<file path="src/verilog/scu_defs.vh">
// Constants for the serial communication unit control and status block
`ifndef SCU_DEFS_VH
`define SCU_DEFS_VH
`define SCU_MODE_W 2
`define SCU_MODE_UART 2'h0
`define SCU_MODE_SPI 2'h1
`define SCU_MODE_I2C 2'h2
`define SCU_DBG_W 8
`define SCU_DBG_RST 8'h00
`define SCU_CFG_W 8
`define SCU_CFG_RST 8'h00
`define SCU_CFG_RUNSTBY 0
`define SCU_CFG_RECEIVER_ENABLE 1
`define SCU_CFG_AACK 2
`define SCU_RST_CYC_NS 50
`define SCU_CLK_NS 50
`define SCU_SOFT_RESET_REQUEST_CYC ((`SCU_RST_CYC_NS + `SCU_CLK_NS - 1) / `SCU_CLK_NS)
`endif

</file>
<file path="src/verilog/scu_i2c_client.v">
// I2C client event tracking: address match, first data-ready, nack validity
`timescale 1ns/1ns
`include "scu_defs.vh"
module scu_i2c_client (
  input wire ref_clk,
  input wire clr,
  input wire auto_acknowledge_enable,
  input wire addr_match_ev,
  input wire rep_start_ev,
  input wire data_ready_ev,
  input wire nack_ev,
  output reg auto_ack_q,
  output reg first_data_ready_interrupt_q,
  output reg nack_valid_q
);
  reg seen_data_ready_interrupt_q;
  always @(posedge ref_clk) begin
    if (clr) begin
      auto_ack_q <= 1'b0;
      first_data_ready_interrupt_q <= 1'b0;
      nack_valid_q <= 1'b0;
      seen_data_ready_interrupt_q <= 1'b0;
    end else begin
      // RULE6 no auto ack on repeated start
      auto_ack_q <= addr_match_ev & auto_acknowledge_enable & ~rep_start_ev;
      // RULE7 first data_ready_interrupt marks nack invalid
      if (addr_match_ev) begin
        seen_data_ready_interrupt_q <= 1'b0;
        first_data_ready_interrupt_q <= 1'b0;
        nack_valid_q <= 1'b0;
      end else if (data_ready_ev) begin
        seen_data_ready_interrupt_q <= 1'b1;
        first_data_ready_interrupt_q <= ~seen_data_ready_interrupt_q;
        nack_valid_q <= seen_data_ready_interrupt_q & nack_ev;
      end else begin
        first_data_ready_interrupt_q <= 1'b0;
      end
    end
  end
endmodule // scu_i2c_client

</file>
<file path="src/verilog/scu_core.v">
// Serial communication unit control, standby request and wake logic
// Notes on behaviour
// RULE1: UART, no run-in-standby, receiver off: clock request stays on in standby.
// RULE2: UART error flag never wakes; only receive complete wakes.
// RULE3: Soft reset request ignored while the unit is disabled.
// RULE4: Unexpected STOP sets bus and error flags but does not wake.
// RULE5: Soft reset also returns debug halt control to reset value.
// RULE6: I2C client auto acknowledge withheld on repeated start.
// RULE7: Received nack invalid at first data ready; cleared on address match.
// RULE8: Enabled soft reset restores all registers and clears enable.
`timescale 1ns/1ns
`include "scu_defs.vh"
module scu_core (
  input wire ref_clk,
  input wire sys_rst,
  input wire enable_set,
  input wire soft_reset_request,
  input wire [`SCU_MODE_W-1:0] mode_in,
  input wire [`SCU_CFG_W-1:0] cfg_wr_data,
  input wire cfg_wr,
  input wire [`SCU_DBG_W-1:0] dbg_wr_data,
  input wire dbg_wr,
  input wire standby,
  input wire uart_error_ev,
  input wire receive_complete_interrupt,
  input wire parity_ev,
  input wire framing_ev,
  input wire unexp_stop_ev,
  input wire unexp_start_ev,
  input wire flag_clr,
  input wire addr_match_ev,
  input wire rep_start_ev,
  input wire data_ready_ev,
  input wire nack_ev,
  output reg enable_q,
  output reg [`SCU_MODE_W-1:0] mode_q,
  output reg [`SCU_CFG_W-1:0] cfg_q,
  output reg [`SCU_DBG_W-1:0] debug_halt_control_q,
  output reg clk_req_q,
  output reg wake_q,
  output reg fault_irq_flag_q,
  output reg bus_fault_flag_q,
  output reg parity_fault_flag_q,
  output reg framing_fault_flag_q,
  output reg auto_ack_q,
  output reg first_data_ready_interrupt_q,
  output reg received_nack_flag_q
);
  // Next values of the configuration registers
  reg enable_d;
  reg [`SCU_MODE_W-1:0] mode_d;
  reg [`SCU_CFG_W-1:0] cfg_d;
  reg [`SCU_DBG_W-1:0] dbg_d;
  // Next values of the power and flag outputs
  reg clk_req_d;
  reg wake_d;
  reg fault_irq_d;
  reg bus_fault_d;
  reg parity_fault_d;
  reg framing_fault_d;
  // Decoded state and gated events
  wire soft_reset_request_act;
  wire is_uart;
  wire is_i2c;
  wire uart_live;
  wire i2c_live;
  wire uart_err_hit;
  wire stop_hit;
  wire start_hit;
  wire rx_done_hit;
  wire i2c_clr;
  // Client tracker outputs, one stage before the ports
  wire auto_ack_d;
  wire first_data_ready_interrupt_d;
  wire nack_d;

  // Mode decode shared by request, wake and flag logic
  function mode_is;
    input [`SCU_MODE_W-1:0] cur;
    input [`SCU_MODE_W-1:0] want;
    begin
      mode_is = (cur == want);
    end
  endfunction

  // Sticky flag: a set in the clear cycle wins, so no event is lost
  function sticky_next;
    input cur;
    input clr;
    input set;
    begin
      sticky_next = (cur & ~clr) | set;
    end
  endfunction

  // RULE3 reset only when enabled
  assign soft_reset_request_act = soft_reset_request & enable_q;
  assign is_uart = mode_is(mode_q, `SCU_MODE_UART);
  assign is_i2c = mode_is(mode_q, `SCU_MODE_I2C);
  // Line events count only while the unit is enabled
  assign uart_live = enable_q & is_uart;
  assign i2c_live = enable_q & is_i2c;
  assign uart_err_hit = uart_live & uart_error_ev;
  assign stop_hit = i2c_live & unexp_stop_ev;
  assign start_hit = i2c_live & unexp_start_ev;
  assign rx_done_hit = uart_live & receive_complete_interrupt;
  // Tracker restarts on any reset, when disabled or out of I2C mode
  assign i2c_clr = sys_rst | soft_reset_request_act | ~i2c_live;

  scu_i2c_client u_i2c (
    .ref_clk(ref_clk),
    .clr(i2c_clr),
    .auto_acknowledge_enable(cfg_q[`SCU_CFG_AACK]),
    .addr_match_ev(addr_match_ev),
    .rep_start_ev(rep_start_ev),
    .data_ready_ev(data_ready_ev),
    .nack_ev(nack_ev),
    .auto_ack_q(auto_ack_d),
    .first_data_ready_interrupt_q(first_data_ready_interrupt_d),
    .nack_valid_q(nack_d)
  );

  // Configuration registers; mode and config move only while disabled
  always @* begin
    enable_d = enable_q;
    mode_d = mode_q;
    cfg_d = cfg_q;
    dbg_d = debug_halt_control_q;
    if (enable_set) begin
      enable_d = 1'b1;
    end
    if (!enable_q) begin
      mode_d = mode_in;
      if (cfg_wr) begin
        cfg_d = cfg_wr_data;
      end
    end
    // Debug control stays writable while the unit runs
    if (dbg_wr) begin
      dbg_d = dbg_wr_data;
    end
  end

  // Clock request and wake pulse
  always @* begin
    // RULE1 request held in standby
    // Costs power: the request stays up with nothing to receive
    clk_req_d = enable_q & (~standby | cfg_q[`SCU_CFG_RUNSTBY] |
      (is_uart & ~cfg_q[`SCU_CFG_RECEIVER_ENABLE]));
    // RULE2 in UART mode only receive complete wakes
    // RULE4 unexpected STOP does not wake, START does
    wake_d = standby & (rx_done_hit | start_hit);
  end

  // Error flags
  always @* begin
    // RULE2 error flag set, no wake
    fault_irq_d = sticky_next(fault_irq_flag_q, flag_clr,
      uart_err_hit | stop_hit);
    // RULE4 unexpected STOP raises both flags
    bus_fault_d = sticky_next(bus_fault_flag_q, flag_clr, stop_hit);
    parity_fault_d = sticky_next(parity_fault_flag_q, flag_clr,
      uart_live & parity_ev);
    framing_fault_d = sticky_next(framing_fault_flag_q, flag_clr,
      uart_live & framing_ev);
  end

  // Configuration and debug registers
  always @(posedge ref_clk) begin
    if (sys_rst || soft_reset_request_act) begin
      // RULE8 registers back to reset values
      enable_q <= 1'b0;
      mode_q <= `SCU_MODE_UART;
      cfg_q <= `SCU_CFG_RST;
      // RULE5 debug control lost too
      debug_halt_control_q <= `SCU_DBG_RST;
    end else begin
      enable_q <= enable_d;
      mode_q <= mode_d;
      cfg_q <= cfg_d;
      debug_halt_control_q <= dbg_d;
    end
  end

  // Power management outputs
  always @(posedge ref_clk) begin
    if (sys_rst || soft_reset_request_act) begin
      clk_req_q <= 1'b0;
      wake_q <= 1'b0;
    end else begin
      clk_req_q <= clk_req_d;
      wake_q <= wake_d;
    end
  end

  // Sticky error flags
  always @(posedge ref_clk) begin
    if (sys_rst || soft_reset_request_act) begin
      fault_irq_flag_q <= 1'b0;
      bus_fault_flag_q <= 1'b0;
      parity_fault_flag_q <= 1'b0;
      framing_fault_flag_q <= 1'b0;
    end else begin
      fault_irq_flag_q <= fault_irq_d;
      bus_fault_flag_q <= bus_fault_d;
      parity_fault_flag_q <= parity_fault_d;
      framing_fault_flag_q <= framing_fault_d;
    end
  end

  // I2C client pulses, registered again so every port leaves a flop here
  always @(posedge ref_clk) begin
    if (sys_rst || soft_reset_request_act) begin
      auto_ack_q <= 1'b0;
      first_data_ready_interrupt_q <= 1'b0;
      received_nack_flag_q <= 1'b0;
    end else begin
      // RULE6 auto ack pulse passed out
      auto_ack_q <= auto_ack_d;
      // RULE7 nack flag only when valid
      first_data_ready_interrupt_q <= first_data_ready_interrupt_d;
      received_nack_flag_q <= nack_d;
    end
  end
endmodule // scu_core

</file>
<file path="config.mk">
export PLATFORM = sky130hd
export DESIGN_NAME = scu_core
export DESIGN_NICKNAME = d
export VERILOG_FILES = /design/src/verilog/scu_i2c_client.v /design/src/verilog/scu_core.v
export VERILOG_INCLUDE_DIRS = /design/src /design/src/verilog
export SDC_FILE = /design/constraint.sdc
export NUM_CORES = 1
export LEC_CHECK = 0
export BUFFER_PORTS_ARGS = -buffer_cell sky130_fd_sc_hd__buf_2
export CAP_MARGIN = 20
export CORE_UTILIZATION = 39
export DETAILED_ROUTE_END_ITERATION = 12
export GPL_ROUTABILITY_DRIVEN = 0
export PLACE_DENSITY = 0.83
export REMOVE_ABC_BUFFERS = 1
export SYNTH_ARGS = -nofsm -noshare
export SYNTH_HDL_FRONTEND = slang
export SYNTH_HIERARCHICAL = 1
export SYNTH_SLANG_ARGS = --single-unit
</file>
<file path="constraint.sdc">
create_clock -name ref_clk -period 1 [get_ports ref_clk]
set_input_delay 0.05 -clock ref_clk [delete_from_list [all_inputs] [get_ports ref_clk]]
set_output_delay 0.05 -clock ref_clk [all_outputs]
set_load 0.005 [all_outputs]
</file>
==> impl_metrics.tcl <==
set metrics [dict create \
    peakVddDrop_mv 0.945 \
    dr.first_iter.drc_count 63 \
    top_regs "cfg_q: 8 flops, debug_halt_control_q: 8 flops, mode_q: 2 flops" \
    design.final.nets 251 \
    final_common_cell "sky130_fd_sc_hd__buf_2" \
    initial_antenna_violation_count 0 \
    min_period_ns 1.05 \
    failed_checks "design-rule violations, negative setup slack" \
    root_buffer "sky130_fd_sc_hd__clkbuf_4" \
    max_freq_mhz 956 \
    timing.critical_path.fanout_max 6 \
    worst_slew_margin_rel_pct 81.7 \
    worst_slew_pin_slew_ns 0.274 \
    route.final.wire_length_mm 3.53 \
    critical_path_class "reg -> reg" \
    grt_first_pass_wirelength_mm 5.20 \
    top_layer_used "met4" \
    dpl.hpwl_mm 1.75 \
    fin_util_pct 72.2 \
    ioPinCount 64 \
    worstPathArrival_ns 1.28 \
    highest_count_cells_in_the_layout_ignoring_fill_and_taps "sky130_fd_sc_hd__buf_2, sky130_fd_sc_hd__dlygate4sd3_1, sky130_fd_sc_hd__dfxtp_1, sky130_fd_sc_hd__nor2_1, sky130_fd_sc_hd__mux2i_1" \
    grt.overflow.total 0 \
    yosys_warnings 6 \
    port-buffer-count 63 \
    met2_wirelength_from_detailed_routing_mm 1.92 \
    synth_cell_types 23 \
    timing.critical_path.from_type "flop" \
    antenna_left 0 \
    worst_path_max_delay_cell "sky130_fd_sc_hd__dfxtp_4" \
    synth_seq_area_share_pct 54.1 \
    floorplan.rows 19 \
    cts_num_sinks 32 \
    finalSetupTns_ns -0.173 \
    tritoncts "yes" \
    period_share_pct 105 \
    met1_wirelength_mm 1.37 \
    vias 1170 \
    worst_setup_path_end_kind "flop" \
    p_leak_uw 0.000987 \
    crit_path_cell_trace "and3b_2, buf_6, a22oi_2, nor3_2" \
    hold_path.class "in -> reg" \
    drt-vias-per-instance 4.74 \
    num_antenna_cells 0 \
    number_of_synthesized_register_bits 32 \
    die_y_um 57.1 \
    cellPowerDensity_mw_per_mm2 1300 \
    largest_net_degree_at_the_start_of_global_routing 13 \
    detailedPlace.worstSlack_ns -0.0520 \
    met3RoutedLength_um 211 \
    post-route-drc-count 13 \
    area_growth_pct 72.3 \
    worst_hold_slack_ns 0.0402 \
    cts-buffers-inserted 5 \
    floorplan.core_area_mm2 0.00283 \
    drv_slew 0 \
    drive_above_1_share_pct 48.1 \
    first_global_vias 1208 \
    timing.final.ws_setup_ns -0.0465 \
    die_area_mm2 0.00326 \
    dieWidth_um 57.1 \
    run_status "finished with violations" \
    timing.final.setup_violations 8 \
    worst-endpoint-required_ns 1.23 \
    largest_incremental_delay_on_the_critical_path_ns 0.38 \
    netlist_instances 109 \
    clock_tree.htree_level_count 2 \
    wire_per_inst_um 14.3 \
    worst_clock_skew_ns 0.00911 \
    timing.max_cap.violations 0 \
    start_util_pct 41.9 \
    worst_setup_hold_path_clk_slew_ns 0.10 \
    insertion_delay_ns 0.33 \
    syn_avg_cell_area_um2 10.9 \
    setup_repair_after_global_routing_missed_its_margin "yes" \
    detail_route.first_pass.iterations 10 \
    cts-root-to-sink-buffers 2 \
    netlist_area_mm2 0.00118 \
    total_power_draw_uw 2660 \
    timing_hold_violations_final 0 \
    grt_usage_pct 21.8 \
]
[metal layers]
layer | global-route usage [%] | vias up
met1 | 19.9 | 536
met2 | 42.0 | 48
met4 | 9.41 | 0
li1 | - | 583
met3 | 8.62 | 3
met5 | 0 | -
[final timing paths]
kind,slack (ns),startpoint,to,cells past startpoint
hold reg to reg,0.44,u_i2c/auto_ack_q,auto_ack_q,1
hold / removal,0.04,flag_clr,bus_fault_flag_q,3
setup / recovery,-0.05,enable_q,wake_q,4
setup reg to reg,-0.05,enable_q,wake_q,4
[stage by stage]
step,cell area (µm²),std cells
finish,2040,247
global route,2040,247
CTS,1960,244
detailed placement,1550,205
global placement,1550,205
floorplan,1130,104
[synth_stat cells]
cell type,count,area [µm²]
sky130_fd_sc_hd__a21o_4,1,15.0
sky130_fd_sc_hd__nor3b_4,1,18.8
sky130_fd_sc_hd__and3b_1,1,8.76
sky130_fd_sc_hd__nor4b_1,1,8.76
sky130_fd_sc_hd__a21oi_2,2,17.5
sky130_fd_sc_hd__clkbuf_2,1,5.00
sky130_fd_sc_hd__nor2b_2,1,8.76
sky130_fd_sc_hd__nand2b_1,2,12.5
sky130_fd_sc_hd__o311a_1,1,10.0
sky130_fd_sc_hd__nor3_1,3,15.0
sky130_fd_sc_hd__nand3_1,1,5.00
sky130_fd_sc_hd__nor3_2,1,10.0
sky130_fd_sc_hd__a22oi_2,1,12.5
sky130_fd_sc_hd__dfxtp_1,32,641
sky130_fd_sc_hd__and2_1,3,18.8
sky130_fd_sc_hd__nor2b_1,3,18.8
sky130_fd_sc_hd__nand2_1,3,11.3
sky130_fd_sc_hd__nor2_1,23,86.3
sky130_fd_sc_hd__buf_6,4,45.0
sky130_fd_sc_hd__mux2i_1,18,180
sky130_fd_sc_hd__a211oi_2,1,12.5
sky130_fd_sc_hd__inv_1,1,3.75
sky130_fd_sc_hd__a21oi_1,4,20.0
[where the power goes]
part	total [µW]	switching (µW)	leakage (µW)	internal, µW
clock network	773	439	0.0000380	334
logic	520	213	0.000686	308
registers	1370	35.4	0.000263	1330
[cell type report]
class	count	area, µm²
fillers	204	787
clock buffers	6	51.3
repair buffers	101	716
multi-input cells	74	576
well taps	31	38.8
clock inverters	2	10.0
flip-flops and latches	32	647
inverters	1	3.75
[cells by family (layout without fill, tap and decap cells)]
family | count (synthesis) | count (layout) | synth area share, %
AO/OA/AOI/OAI | 10 | 13 | 7.39
buffers and inverters | 6 | 110 | 4.54
flip-flops | 32 | 32 | 54.1
multiplexers | 18 | 18 | 15.2
AND/OR/NAND/NOR | 43 | 43 | 18.8
[critical path, delay by kind of cell (launching register included)]
| family | cells | cell delay, ns |
|---|---|---|
| AOI/OAI and AO/OA | 1 | 0.16 |
| DFF | 1 | 0.38 |
| buffers and inverters | 1 | 0.13 |
| and+or+nand+nor | 2 | 0.28 |
[what timing repair did]
item	CTS	global route
pin swaps	6	7
gates cloned	2	1
setup buffers	0	1
hold buffers	29	1
setup endpoints to repair	28	28
resized for setup	10	15
endpoints found under the hold margin	27	2
No activity file was read; power rests on OpenSTA's default activity.
